--- config.mk ---
export PLATFORM = sky130hd
export DESIGN_NAME = rwl_core
export DESIGN_NICKNAME = d
export VERILOG_FILES = /design/src/common/rwl_pkg.sv /design/src/design/rwl_core.sv
export SDC_FILE = /design/constraint.sdc
export NUM_CORES = 1
export LEC_CHECK = 0
export BUFFER_PORTS_ARGS = -buffer_cell sky130_fd_sc_hd__buf_4
export CORE_MARGIN = 4
export CORE_UTILIZATION = 52
export CTS_CLUSTER_DIAMETER = 30
export DETAILED_ROUTE_END_ITERATION = 6
export GPL_ROUTABILITY_DRIVEN = 1
export PLACE_DENSITY = 0.84
export SETUP_SLACK_MARGIN = 0.3
export SLEW_MARGIN = 20
export SYNTH_ARGS = -nofsm -noshare
export SYNTH_HDL_FRONTEND = slang
export SYNTH_SLANG_ARGS = --single-unit
--- constraint.sdc ---
create_clock -name core_clk -period 2 [get_ports core_clk]
set_input_delay 0.4 -clock core_clk [delete_from_list [all_inputs] [get_ports core_clk]]
set_output_delay 0.4 -clock core_clk [all_outputs]
set_load 0.01 [all_outputs]
--- src/common/rwl_pkg.sv ---
// Summary of operation
// [RL1] Protected registers ignore writes from power-on reset until unlocked.
// [RL2] Unlock key is bytes 59h, 16h, 88h written in order to lock register.
// [RL3] Wrong value, wrong order or write elsewhere aborts a partial key.
// [RL4] After a full key, protected registers accept ordinary writes.
// [RL5] Any write to the lock register while unlocked locks again.
// [RL6] Address bit 28 low means secure access, high means non-secure.
// [RL7] Key through secure lock register unlocks secure and non-secure registers.
// [RL8] Key through non-secure alias unlocks only non-secure registers.
// [RL9] Protected set is a fixed list of system control registers.
// [RL10] Non-secure copy sits at secure address with leading nibble 5.
// [RL11] Register security view follows its peripheral's security type.
// [RL12] After an abort the sequence waits for the first key byte again.
// [RL13] Lock register read returns 1 in bit 0 while the view it is read through is unlocked.
package rwl_pkg;

  // ----------------------------------------------------------------
  // address map
  // ----------------------------------------------------------------
  localparam int NS_BIT = 28;
  localparam logic [2:0] REGION_HI = 3'h2;
  localparam logic [3:0] SEC_NIB = 4'h4;
  localparam logic [31:0] LOCK_KEY_SEC_ADDR = 32'h4000_0100;
  localparam logic [31:0] LOCK_KEY_NS_ADDR = 32'h5000_0100;
  localparam int NPROT = 4;
  localparam int IDXW = 2;
  // peripheral_reset_control, clock_power_control, watchdog_control, timer_control
  localparam logic [31:0] PROT_ADDR [NPROT] = '{
    32'h4000_0008, 32'h4000_0200, 32'h4004_0000, 32'h4005_1000};
  // view bit 0: secure copy present, bit 1: non-secure copy present
  localparam int VIEW_S = 0;
  localparam int VIEW_NS = 1;
  localparam logic [1:0] PROT_VIEW [NPROT] = '{2'h3, 2'h1, 2'h1, 2'h2};
  localparam logic [31:0] PROT_RESET = 32'h0000_0000;

  // ----------------------------------------------------------------
  // key and status
  // ----------------------------------------------------------------
  localparam logic [7:0] KEY1 = 8'h59;
  localparam logic [7:0] KEY2 = 8'h16;
  localparam logic [7:0] KEY3 = 8'h88;
  localparam int STAT_UNLOCK_BIT = 0;

  // ----------------------------------------------------------------
  // types
  // ----------------------------------------------------------------
  typedef enum logic [1:0] {SEQ_IDLE, SEQ_GOT1, SEQ_GOT2} rwl_seq_t;

  typedef struct packed {
    logic lock;
    logic prot;
    logic [IDXW-1:0] idx;
    logic ns;
  } rwl_dec_t;

endpackage

--- src/design/rwl_core.sv ---
// Added by the designer: register access over APB.
`timescale 1ns/1ps
module rwl_core (
  // clock and reset
  input wire logic core_clk,
  input wire logic nrst,
  // apb slave
  input wire logic psel,
  input wire logic penable,
  input wire logic pwrite,
  input wire logic [31:0] paddr,
  input wire logic [31:0] pwdata,
  output logic pready,
  output logic pslverr,
  output logic [31:0] prdata,
  // protected control values
  output logic [rwl_pkg::NPROT-1:0][31:0] prot_q,
  // lock state
  output logic unlocked_sec,
  output logic unlocked_ns
);

  // ----------------------------------------------------------------
  // decode
  // ----------------------------------------------------------------
  function automatic rwl_pkg::rwl_dec_t rwl_decode(input logic [31:0] a);
    rwl_pkg::rwl_dec_t d;
    logic [31:0] base;
    logic valid;
    d = '0;
    d.ns = a[rwl_pkg::NS_BIT]; // see [RL6]
    valid = (a[31:29] == rwl_pkg::REGION_HI);
    base = {rwl_pkg::SEC_NIB, a[27:0]}; // see [RL10]
    if (valid && base == rwl_pkg::LOCK_KEY_SEC_ADDR) begin
      d.lock = 1'b1;
    end
    for (int i = 0; i < rwl_pkg::NPROT; i++) begin
      // see [RL9] see [RL11]
      if (valid && base == rwl_pkg::PROT_ADDR[i] && rwl_pkg::PROT_VIEW[i][d.ns]) begin
        d.prot = 1'b1;
        d.idx = rwl_pkg::IDXW'(i);
      end
    end
    return d;
  endfunction

  rwl_pkg::rwl_dec_t dec;
  rwl_pkg::rwl_seq_t seq_ff;
  logic seq_ns_ff;
  logic unlock_s_ff;
  logic unlock_ns_ff;
  logic acc;
  logic wr;
  logic any_unl;
  logic wr_ok;
  logic [7:0] key;
  logic [31:0] prdata_ff;
  logic [31:0] prot_ff [rwl_pkg::NPROT];

  assign dec = rwl_decode(paddr);
  assign acc = psel & penable;
  assign wr = acc & pwrite;
  assign key = pwdata[7:0];
  assign any_unl = unlock_s_ff | unlock_ns_ff;
  // see [RL7] see [RL8]
  assign wr_ok = dec.ns ? any_unl : unlock_s_ff;

  // ----------------------------------------------------------------
  // key sequence
  // ----------------------------------------------------------------
  always_ff @(posedge core_clk or negedge nrst) begin
    if (!nrst) begin
      seq_ff <= rwl_pkg::SEQ_IDLE;
      seq_ns_ff <= 1'b0;
    end else if (wr) begin
      if (!dec.lock || any_unl) begin
        seq_ff <= rwl_pkg::SEQ_IDLE; // see [RL3]
      end else begin
        case (seq_ff)
          rwl_pkg::SEQ_IDLE: begin
            if (key == rwl_pkg::KEY1) begin // see [RL2]
              seq_ff <= rwl_pkg::SEQ_GOT1;
              seq_ns_ff <= dec.ns;
            end
          end
          rwl_pkg::SEQ_GOT1: begin
            if (key == rwl_pkg::KEY2 && dec.ns == seq_ns_ff) begin
              seq_ff <= rwl_pkg::SEQ_GOT2;
            end else if (key == rwl_pkg::KEY1) begin
              seq_ff <= rwl_pkg::SEQ_GOT1; // see [RL12]
              seq_ns_ff <= dec.ns;
            end else begin
              seq_ff <= rwl_pkg::SEQ_IDLE; // see [RL3]
            end
          end
          default: begin
            if (key == rwl_pkg::KEY1 && !(dec.ns == seq_ns_ff && key == rwl_pkg::KEY3)) begin
              seq_ff <= rwl_pkg::SEQ_GOT1; // see [RL12]
              seq_ns_ff <= dec.ns;
            end else begin
              seq_ff <= rwl_pkg::SEQ_IDLE;
            end
          end
        endcase
      end
    end
  end

  // ----------------------------------------------------------------
  // lock flags
  // ----------------------------------------------------------------
  always_ff @(posedge core_clk or negedge nrst) begin
    if (!nrst) begin
      unlock_s_ff <= 1'b0; // see [RL1]
      unlock_ns_ff <= 1'b0;
    end else if (wr && dec.lock) begin
      if (any_unl) begin
        unlock_s_ff <= 1'b0; // see [RL5]
        unlock_ns_ff <= 1'b0;
      end else if (seq_ff == rwl_pkg::SEQ_GOT2 && key == rwl_pkg::KEY3
                   && dec.ns == seq_ns_ff) begin
        if (dec.ns) begin
          unlock_ns_ff <= 1'b1; // see [RL8]
        end else begin
          unlock_s_ff <= 1'b1; // see [RL7]
        end
      end
    end
  end

  // ----------------------------------------------------------------
  // protected registers
  // ----------------------------------------------------------------
  for (genvar g = 0; g < rwl_pkg::NPROT; g++) begin : g_prot
    always_ff @(posedge core_clk or negedge nrst) begin
      if (!nrst) begin
        prot_ff[g] <= rwl_pkg::PROT_RESET;
      end else if (wr && dec.prot && dec.idx == rwl_pkg::IDXW'(g) && wr_ok) begin
        prot_ff[g] <= pwdata; // see [RL1] see [RL4]
      end
    end
  end

  always_comb begin
    for (int i = 0; i < rwl_pkg::NPROT; i++) begin
      prot_q[i] = prot_ff[i];
    end
  end

  // ----------------------------------------------------------------
  // read path
  // ----------------------------------------------------------------
  always_ff @(posedge core_clk or negedge nrst) begin
    if (!nrst) begin
      prdata_ff <= 32'h0000_0000;
    end else if (psel && !penable && !pwrite) begin
      prdata_ff <= 32'h0000_0000;
      if (dec.lock) begin
        prdata_ff[rwl_pkg::STAT_UNLOCK_BIT] <= wr_ok; // see [RL13]
      end else if (dec.prot) begin
        prdata_ff <= prot_q[dec.idx];
      end
    end
  end

  assign pready = 1'b1;
  assign pslverr = acc & ~(dec.lock | dec.prot);
  assign prdata = prdata_ff;
  assign unlocked_sec = unlock_s_ff;
  assign unlocked_ns = any_unl;

  // ----------------------------------------------------------------
  // elaboration checks
  // ----------------------------------------------------------------
  if (rwl_pkg::NPROT < 1 || rwl_pkg::NPROT > (1 << rwl_pkg::IDXW)) begin : g_bad_cfg
    $error("protected list does not fit the index width");
  end
endmodule // rwl_core
==> results of run 1 <==
==> registers in the layout (all words and copies together), names as in the netlist <==
signal,cells
unlocked_sec,1
unlock_ns_ff,1
prot_q,128
prdata,32
seq_ff,2
seq_ns_ff,1
==> cells in the final DEF, fill, tap and decap left out, types with 2 or more instances in the layout <==
cell       count
nor4bb_1       2
nor3_1         2
buf_12        11
buf_16         4
nand4_1        2
nor4b_4        2
mux2_1        39
nor2_4         2
inv_6          3
bufinv_16      4
nand4_4        2
mux2_4        83
inv_1          5
a22oi_1       31
buf_8          7
nor4_4         7
buf_6         21
clkbuf_8       4
nor2_1         6
a31oi_1       30
o21ai_1       31
nor2b_1       34
a21oi_1        2
o21ai_0        6
a22o_1        29
nand3_1        7
a41oi_1        5
nor4_1         2
nand2_1       11
clkinv_2       3
buf_4        274
clkbuf_16     19
and3_4         2
dfrtp_1      165
a31oi_2        2
mux2_2         9
nor3_2         2
==> worst reg2reg max path: cells and delay by family (launching register included) <==
family,cells,cell delay [ns]
buffers and inverters,4,0.53
AND/OR/NAND/NOR,3,0.49
flip-flops,1,0.37
multiplexers,1,0.31
AO/OA/AOI/OAI,1,0.14
==> worst max-delay path by stage <==
stage	to	slack, ns
global placement	prot_q[22]$_DFFE_PN0P_	-0.26
detailed placement	prot_q[17]$_DFFE_PN0P_	-0.28
CTS	pslverr	-0.11
finish	pslverr	-0.08
floorplan	prot_q[10]$_DFFE_PN0P_	-0.13
global route	pslverr	-0.13
==> power by group through the flow <==
| stage | registers (mW) | logic [mW] | clock network, mW |
|---|---|---|---|
| finish | 3.34 | 0.385 | 3.60 |
| detailed placement | 3.40 | 0.366 | 0 |
| global route | 3.34 | 0.411 | 3.74 |
| CTS | 3.34 | 0.377 | 3.60 |
| floorplan | 3.40 | 0.0720 | 0 |
| global placement | 3.40 | 0.353 | 0 |
==> per-layer routing <==
metal / up-vias / wire length, um / GRT usage
met2: 425 / 13800 / 0.525
li1: 2817 / - / -
met1: 3479 / 10600 / 0.382
met4: 0 / 1070 / 0.146
met3: 81 / 2350 / 0.0707
met5: - / 0 / 0
==> synthesized netlist by cell type (all sizes together) <==
cell,count
clkbuf,16
a21o,1
or2,1
a21oi,3
o22ai,1
a31oi,32
nor4b,3
nor4bb,2
dfrtp,165
buf,26
nor4,9
o21ai,37
a22oi,32
conb,1
nand4,5
a2111oi,1
nand2,13
nand2b,1
nor2b,34
a22o,29
and3,4
nand3,7
nor2,8
and2,1
mux2,131
a2111o,1
a41oi,5
nor3,5
nor3b,2
a211oi,1
xnor2,1
o211ai,2
nand4b,1
and4,2
inv,5
==> final cells by class <==
type	count	area, sq um	share of cell area
sequential	165	4130	0.358
multi-input combinational	376	3680	0.319
inverter	5	18.8	0.00163
timing repair buffer	321	2820	0.245
clock buffer	21	480	0.0417
clock inverter	11	169	0.0147
tap	184	230	0.0200
==> cells by family (layout without fill, tap and decap cells) <==
family | Yosys count | count (layout)
flops | 165 | 165
compound gates | 145 | 145
mux | 131 | 131
simple gates | 98 | 98
buf+inv | 47 | 358
other cells | 1 | 1
xor+xnor | 1 | 1
==> stage by stage <==
step                      instances  setup slack (ns)   util  setup TNS (ns)  power (mW)
after floorplan                 588            -0.131      -           -8.38        3.47
after global placement         1025            -0.262  0.700          -21.74        3.75
after detailed placement       1025            -0.276  0.700          -28.65        3.77
after CTS                      1076            -0.108  0.774          -0.108        7.31
after global routing           1083            -0.133  0.784           -1.42        7.49
final                          1083           -0.0772  0.784         -0.0811        7.32
==> timing repair <==
action	CTS	global route
buffers inserted	12	5
hold buffers	1	0
hold endpoints to repair	42	0
gates cloned	6	2
setup endpoints to repair	133	166
resized for setup	50	12
pin swaps	10	10
==> run_results.csv, run 1 <==
group,metric,value,unit
placed_design,io_buffers,231,
synth,synth_area_per_cell,13.4,sq um
layout,final_nets,955,
hold_path,hp-start,"pwdata[30]",
hold_path,min_to,"prot_q[62]$_DFFE_PN0P_",
layout,num_antenna_cells,0,
worst_setup_path,path_buf_inv,3,
clock_network,cts_sinks,165,
floorplan,ios,233,
layout,drive_above_1_share,0.532,
power,power.net_switching,1.60,mW
drt,first_pass_iters,5,
worst_setup_path,crit_cells,7,
clock_network,clkLatencyLatePin,0.43,ns
worst_setup_path,path_max_fanout,7,
power,p_int,5.72,mW
power,power_frac_clock,0.492,
floorplan,start_util,0.537,
layout,nFillCells,836,
floorplan,core_area,14700,sq um
worst_setup_path,critPathLaunch,"paddr[28]",
sta,layout_worst_path_cycle_share,1.04,
layout,syn_to_final_growth,46.1,%
synth,synth_compound_area_frac,0.128,
floorplan,row_count,44,
synth,ys_warn_count,0,
synth,synth_area_leaders,"dfrtp_1, mux2_4, mux2_1",
synth,synth-adder-area-share,0,
power,pwr-share-seq,0.456,
worst_setup_path,path_cells,"buf_4 > and3_2 > o211ai_2 > buf_6 > a21oi_4 > a211oi_2 > buf_4",
clock_network,h-tree-depth,4,
floorplan,die-area,17200,sq um
worst_setup_path,end_kind,"primary output",
synth,synth_top_family_by_area,"multiplexers",
global_route,grt_max_degree,47,
sta,finalWorstSetupSlack,-0.0772,ns
sta,whs,0.216,ns
synth,syn_area,7890,sq um
power,leakage,5.85,nW
sta,slew_viol_final,0,
synth,synth_top_area_share,0.523,
sta,fin_crit,2.08,ns
worst_setup_path,path_common_cell,"buf_4",
synth,synth.area.mux_share,0.215,
power,comb_power_share,0.053,
power,swShare,0.219,
synth,synth.distinct_cells,54,
synth,seq_area_frac_synth,0.523,
run_status,outcome,"finished, violations left",
placed_design,placed_area,10300,sq um
worst_setup_path,rr_endpoint,"prot_q[17]$_DFFE_PN0P_",
clock_network,cts_tree,"yes",
sta,finalHoldViolCount,0,
hold_path,hold_class,"primary input to register",
placed_design,dp_hpwl,17.5,mm
global_route,grt_pass1_wl,42.2,mm
floorplan,die_x,131,um
clock_network,numCtsBuffers,17,
synth,synthSimpleGateAreaFrac,0.0950,
hold_path,hold_depth,2,
worst_setup_path,worstSetupPathType,"primary input to primary output",
worst_setup_path,r2r_slack,0.03,ns
global_route,grt_overflow_total,0,
placed_design,place_congestion,0.888,
job,maxCapViolCount,0,
clock_network,clkTransAtPathRegs,0.07,ns
clock_network,cts_buffer_depth,2,
worst_setup_path,crit_slowest_cell,"a211oi_2",
drt,routed_wl,27.7,mm
drt,drtIter0Drc,491,
global_route,grt_pass1_vias,7291,
worst_setup_path,crit_family,"compound AO/OA/AOI/OAI gates",
run_status,violations,"negative setup slack",
synth,synth.largest_area_cell,"dfrtp_1",
worst_setup_path,required,1.60,ns
drt,drcViolationCount,0,
synth,syn_inst,588,
power,p_per_area,635,nW/um^2
drt,ant_nets,0,
drt,wl_per_cell,25.6,um
worst_setup_path,crit_arrival,1.68,ns
global_route,antenna_found_initial,0,
sta,clock_skew,0.00707,ns
sta,rsz0062_at_grt,"yes",
worst_setup_path,r2r-start,"unlock_ns_ff$_DFFE_PN0P_",
global_route,track_usage,0.311,
clock_network,cts_root_buffer,"clkbuf_16",
synth,synth_xor_area_frac,0.00111,
worst_setup_path,worstSetupStartpointType,"primary input",
synth,syn-num-nets,657,
worst_setup_path,reg2reg_depth,9,
layout,fin_area,11500,sq um
sta,final-setup-viol-count,2,
synth,synth-seq-cells,165,
drt,vias,6802,
worst_setup_path,cp_slowest_stage_delay,0.26,ns
power,irDropWorstVdd,0.703,mV
drt,viasPerCell,6.28,
sta,max_freq,481,MHz
floorplan,die_h,131,um
No activity file was read; power rests on OpenSTA's default activity.
==> run 2: changes to the inputs <==
--- a/config.mk
+++ b/config.mk
@@ -7,11 +7,11 @@
 export LEC_CHECK = 0
 export BUFFER_PORTS_ARGS = -buffer_cell sky130_fd_sc_hd__buf_4
 export CORE_MARGIN = 4
-export CORE_UTILIZATION = 52
+export CORE_UTILIZATION = 56
 export CTS_CLUSTER_DIAMETER = 30
 export DETAILED_ROUTE_END_ITERATION = 6
 export GPL_ROUTABILITY_DRIVEN = 1
-export PLACE_DENSITY = 0.84
+export PLACE_DENSITY = 0.9
 export SETUP_SLACK_MARGIN = 0.3
 export SLEW_MARGIN = 20
 export SYNTH_ARGS = -nofsm -noshare
==> constraint.sdc (replaced) <==
create_clock -name core_clk -period 2.45 [get_ports core_clk]
set_input_delay 0.49 -clock core_clk [delete_from_list [all_inputs] [get_ports core_clk]]
set_output_delay 0.49 -clock core_clk [all_outputs]
set_load 0.01 [all_outputs]
==> run 2 against run 1 <==
The run now ends clean. Clock power fell by 21%. Non-clock buffer count fell by 44. Flip-flop and latch count did not move. Sequential power fell by 18%. Global-route usage rose by 1.4 points. Clock-buffer cell count rose by 2. Cell count fell by 4.5%. Clock skew rose by 0.0030 ns. Register-to-register slack improved by 0.44 ns. Critical path type unchanged.
==> run_results.csv, run 2 (synthesis results as in run 1) <==
group,metric,value,unit
layout,num_antenna_cells,0,
layout,multi_input_area,3650,sq um
power,irDropWorstVdd,0.430,mV
layout,final_cell_mix,"buf_4, dfrtp_1, mux2_4",
floorplan,core_area,13800,sq um
clock_network,cts_root_buffer,"clkbuf_16",
clock_network,clkLatencyLatePin,0.43,ns
sta,slew_viol_final,0,
global_route,antenna_found_initial,0,
sta,final.setup.tns,0,ns
global_route,grt_max_degree,75,
clock_network,h-tree-depth,4,
drt,vias,6535,
drt,ant_nets,0,
floorplan,ios,233,
clock_network,numCtsBuffers,17,
sta,final-setup-viol-count,0,
clock_network,cts_tree,"yes",
placed_design,placed_cells,994,
power,leakage,5.51,nW
sta,layout_worst_path_cycle_share,0.906,
sta,rsz0062_at_grt,"yes",
layout,post-route-util,0.783,
placed_design,io_buffers,231,
placed_design,post-place-ws,-0.0958,ns
worst_setup_path,required,1.96,ns
worst_setup_path,path_max_fanout,3,
placed_design,place_congestion,0.931,
floorplan,die_h,127,um
floorplan,start_util,0.571,
sta,max_freq,450,MHz
drt,drtIter0Drc,657,
clock_network,cts_sinks,165,
sta,timing.slew.headroom,0.580,
layout,seqCellArea,4130,sq um
placed_design,dp_hpwl,17.3,mm
worst_setup_path,worstSetupPathType,"primary input to primary output",
hold_path,hold_class,"primary input to register",
drt,wl_per_cell,24.9,um
global_route,track_usage,0.325,
layout,finalNonFillerCells,1034,
layout,largest_reg_flops,128,
drt,drcViolationCount,0,
drt,first_pass_iters,5,
sta,whs,0.306,ns
worst_setup_path,end_kind,"primary output",
drt,routed_wl,25.8,mm
layout,drive_above_1_share,0.496,
layout,final_nets,911,
clock_network,cts_buffer_depth,2,
run_status,outcome,"completed",
sta,finalHoldViolCount,0,
job,maxCapViolCount,0,
sta,fin_crit,2.22,ns
drt,viasPerCell,6.32,
floorplan,die_x,127,um
floorplan,row_count,43,
power,p_per_area,540,nW/um^2
global_route,grt_pass1_vias,7025,
layout,nFillCells,770,
worst_setup_path,worstSetupStartpointType,"primary input",
global_route,grt_pass1_wl,40.2,mm
sta,clock_skew,0.0101,ns
layout,syn_to_final_growth,37.2,%
global_route,grt_overflow_total,0,
layout,final_common_cell,"buf_4",
clock_network,clkTransAtPathRegs,0.06,ns
floorplan,die-area,16100,sq um
sta,worstMarginPinSlew,0.624,ns
worst_setup_path,crit_arrival,1.73,ns
sta,finalWorstSetupSlack,0.230,ns
run 2: power by group:
part	switching, mW	internal, mW
registers	0.000378	2.73
logic	0.183	0.112
clock network	1.07	1.76
run 2: cell type report:
type                       instances  share of cell area
sequential                       165               0.381
clock inverter                     8              0.0135
tap                              180              0.0208
multi-input combinational        376               0.337
clock buffer                      23              0.0432
inverter                           5             0.00173
timing repair buffer             277               0.203
run 2: repair_timing:
item | in CTS | in global routing
hold buffers | 1 | 0
pin swaps | 8 | 0
gates resized for setup | 14 | 0
endpoints found under the hold margin | 4 | 0
setup buffers | 8 | 0
setup endpoints to repair | 1 | 1
run 2: final timing paths:
check	cells after the start	slack, ns	startpoint	endpoint
worst max-delay path	6	0.23	paddr[5]	pslverr
worst min-delay path	2	0.31	pwdata[19]	prot_q[83]$_DFFE_PN0P_
worst max register to register	6	0.47	unlocked_sec$_DFFE_PN0P_	prot_q[0]$_DFFE_PN0P_
worst min register to register	1	0.52	prot_q[71]$_DFFE_PN0P_	prot_q[71]$_DFFE_PN0P_
max in group asynchronous	3	1.07	nrst	prot_q[46]$_DFFE_PN0P_
min in group asynchronous	2	0.56	nrst	prot_q[99]$_DFFE_PN0P_
run 2: through the flow:
| step | instance area [sq um] | power, mW |
|---|---|---|
| 6_report | 10800 | 5.85 |
| 5_1_grt | 10800 | 6.00 |
| 4_1_cts | 10800 | 5.86 |
| 3_5_place_dp | 10100 | 3.06 |
| 3_3_place_gp | 10100 | 3.04 |
| 2_1_floorplan | 8030 | 2.83 |
run 2: routing by layer:
layer	track usage	wire, um
met5	0	0
met4	0.160	1310
met3	0.0931	2330
met2	0.530	12500
met1	0.399	9630
run 2: worst max-delay path, cell delays in order:
cell	delay [ns]
buf_4	0.12
nor4_4	0.32
nand4_4	0.18
nor4_4	0.35
a211oi_2	0.11
buf_4	0.17
==> run 3: changes to the inputs <==
--- a/config.mk
+++ b/config.mk
@@ -6,8 +6,10 @@
 export NUM_CORES = 1
 export LEC_CHECK = 0
 export BUFFER_PORTS_ARGS = -buffer_cell sky130_fd_sc_hd__buf_4
+export CELL_PAD_IN_SITES_DETAIL_PLACEMENT = 1
+export CELL_PAD_IN_SITES_GLOBAL_PLACEMENT = 2
 export CORE_MARGIN = 4
-export CORE_UTILIZATION = 56
+export CORE_UTILIZATION = 37
 export CTS_CLUSTER_DIAMETER = 30
 export DETAILED_ROUTE_END_ITERATION = 6
 export GPL_ROUTABILITY_DRIVEN = 1
==> run 3 against run 2 <==
Cell count grew 9.3%. Fmax grew 1.8%. Sequential share of layout area shrank 0.46 points. Clock power shrank 9.9%. Clock-buffer cell count shrank 6. Utilization shrank 26 points. Clock skew shrank 0.0011 ns. Register-to-register slack gained 0.03 ns. Critical endpoint unchanged. Largest power group is now sequential cells. Highest routed layer unchanged.
==> run_results.csv, run 3 (synthesis results as in run 1) <==
group,metric,value,unit
run_status,outcome,"completed",
clock_network,h-tree-depth,4,
worst_setup_path,r2r-start,"unlock_ns_ff$_DFFE_PN0P_",
power,leakage,5.51,nW
power,pwr-share-seq,0.489,
layout,final_cell_mix,"buf_4, dfrtp_1, mux2_4",
clock_network,clkTransAtPathRegs,0.06,ns
worst_setup_path,crit_arrival,1.69,ns
clock_network,cts_root_buffer,"clkbuf_16",
clock_network,cts_tree,"yes",
layout,finalNonFillerCells,1130,
sta,final-setup-viol-count,0,
worst_setup_path,rr_endpoint,"prot_q[19]$_DFFE_PN0P_",
placed_design,placed_area,10200,sq um
placed_design,post-place-ws,-0.000946,ns
floorplan,die_h,154,um
power,comb_power_share,0.053,
global_route,grt_max_degree,54,
layout,fin_area,11000,sq um
power,irDropWorstVdd,0.446,mV
global_route,track_usage,0.219,
job,maxCapViolCount,0,
sta,final.setup.tns,0,ns
clock_network,cts_buffer_depth,2,
sta,timing.slew.headroom,0.660,
sta,slew_viol_final,0,
drt,viasPerCell,5.42,
layout,syn_to_final_growth,38.9,%
power,power,5.57,mW
placed_design,io_buffers,231,
global_route,grt_pass1_vias,6666,
clock_network,ctsHoldBuffers,0,
floorplan,row_count,53,
layout,final_nets,913,
sta,max_freq,458,MHz
floorplan,start_util,0.375,
sta,worstMarginPinSlew,0.510,ns
power,swShare,0.239,
worst_setup_path,required,1.96,ns
clock_network,numCtsBuffers,17,
floorplan,die-area,23700,sq um
floorplan,core_area,21000,sq um
clock_network,clkLatencyLatePin,0.42,ns
floorplan,die_x,154,um
placed_design,place_congestion,0.831,
worst_setup_path,worstSetupPathType,"primary input to primary output",
layout,largest_reg_flops,128,
floorplan,ios,233,
layout,drive_above_1_share,0.505,
placed_design,placed_cells,1087,
layout,post-route-util,0.522,
power,p_per_area,508,nW/um^2
sta,clock_skew,0.00898,ns
worst_setup_path,path_max_fanout,5,
layout,num_antenna_cells,0,
placed_design,dp_hpwl,18.1,mm
clock_network,cts_sinks,165,
sta,layout_worst_path_cycle_share,0.891,
sta,finalHoldViolCount,0,
drt,wl_per_cell,23.7,um
power,power.net_switching,1.33,mW
layout,final_common_cell,"buf_4",
layout,nFillCells,2177,
sta,whs,0.00164,ns
worst_setup_path,r2r_slack,0.50,ns
drt,routed_wl,26.8,mm
worst_setup_path,reg2reg_depth,6,
drt,first_pass_iters,4,
global_route,grt_overflow_total,0,
global_route,grt_pass1_wl,40.2,mm
worst_setup_path,end_kind,"primary output",
drt,drtIter0Drc,309,
sta,finalWorstSetupSlack,0.268,ns
drt,vias,6121,
global_route,antenna_found_initial,0,
drt,drcViolationCount,0,
hold_path,hold_class,"primary input to async pin",
drt,ant_nets,0,
sta,fin_crit,2.18,ns
power,power_frac_clock,0.458,
sta,rsz0062_at_grt,"yes",
worst_setup_path,cp-endpoint,"pslverr",
worst_setup_path,critPathLaunch,"paddr[12]",
worst_setup_path,worstSetupStartpointType,"primary input",
power,p_int,4.24,mW
## run 3: worst max-delay path, stage by stage
cell and delay (ns):
buf_4 0.13, nor3_1 0.06, buf_4 0.15, a31oi_2 0.35, a21oi_2 0.09, a211oi_2 0.24
buf_4 0.17
## run 3: worst min-delay path by stage
| stage | slack [ns] | start | endpoint |
|---|---|---|---|
| floorplan | 0.19 | nrst | prdata[0]$_DFFE_PN0P_ |
| global placement | 0.45 | nrst | prot_q[96]$_DFFE_PN0P_ |
| detailed placement | 0.46 | nrst | prdata[0]$_DFFE_PN0P_ |
| CTS | 0.008 | nrst | prdata[0]$_DFFE_PN0P_ |
| global route | 0.02 | nrst | prdata[0]$_DFFE_PN0P_ |
| finish | 0.002 | nrst | prdata[0]$_DFFE_PN0P_ |
## run 3: cell type report
type | instances | area (sq um) | area share
flip-flops and latches | 165 | 4130 | 0.377
well taps | 275 | 344 | 0.0314
clock inverters | 13 | 128 | 0.0116
multi-input cells | 376 | 3640 | 0.332
inverters | 5 | 18.8 | 0.00171
repair buffers | 279 | 2270 | 0.207
clock buffers | 17 | 425 | 0.0388
## run 3: power groups by stage
stage                     registers [mW]  logic (mW)  clock network, mW
after floorplan                     2.78      0.0581                  0
after global placement              2.78       0.283                  0
after detailed placement            2.78       0.289                  0
after CTS                           2.72       0.297               2.61
after global routing                2.72       0.320               2.73
final                               2.72       0.295               2.55
## run 3: metal layers
metal | GRT usage | wire (um) | vias to the layer above | part of all wire
met5 | 0 | 0 | - | 0
met4 | 0.0576 | 459 | 0 | 0.017
met3 | 0.0546 | 1480 | 29 | 0.055
met2 | 0.374 | 13500 | 188 | 0.50
met1 | 0.278 | 11400 | 3188 | 0.42
li1 | - | - | 2716 | -
## run 3: timing repair
item                       4_1_cts  5_1_grt
gates resized for setup          7        5
setup endpoints to repair        1       30
gates cloned                     0        3
setup buffers                    9        1
pin swaps                        7        1
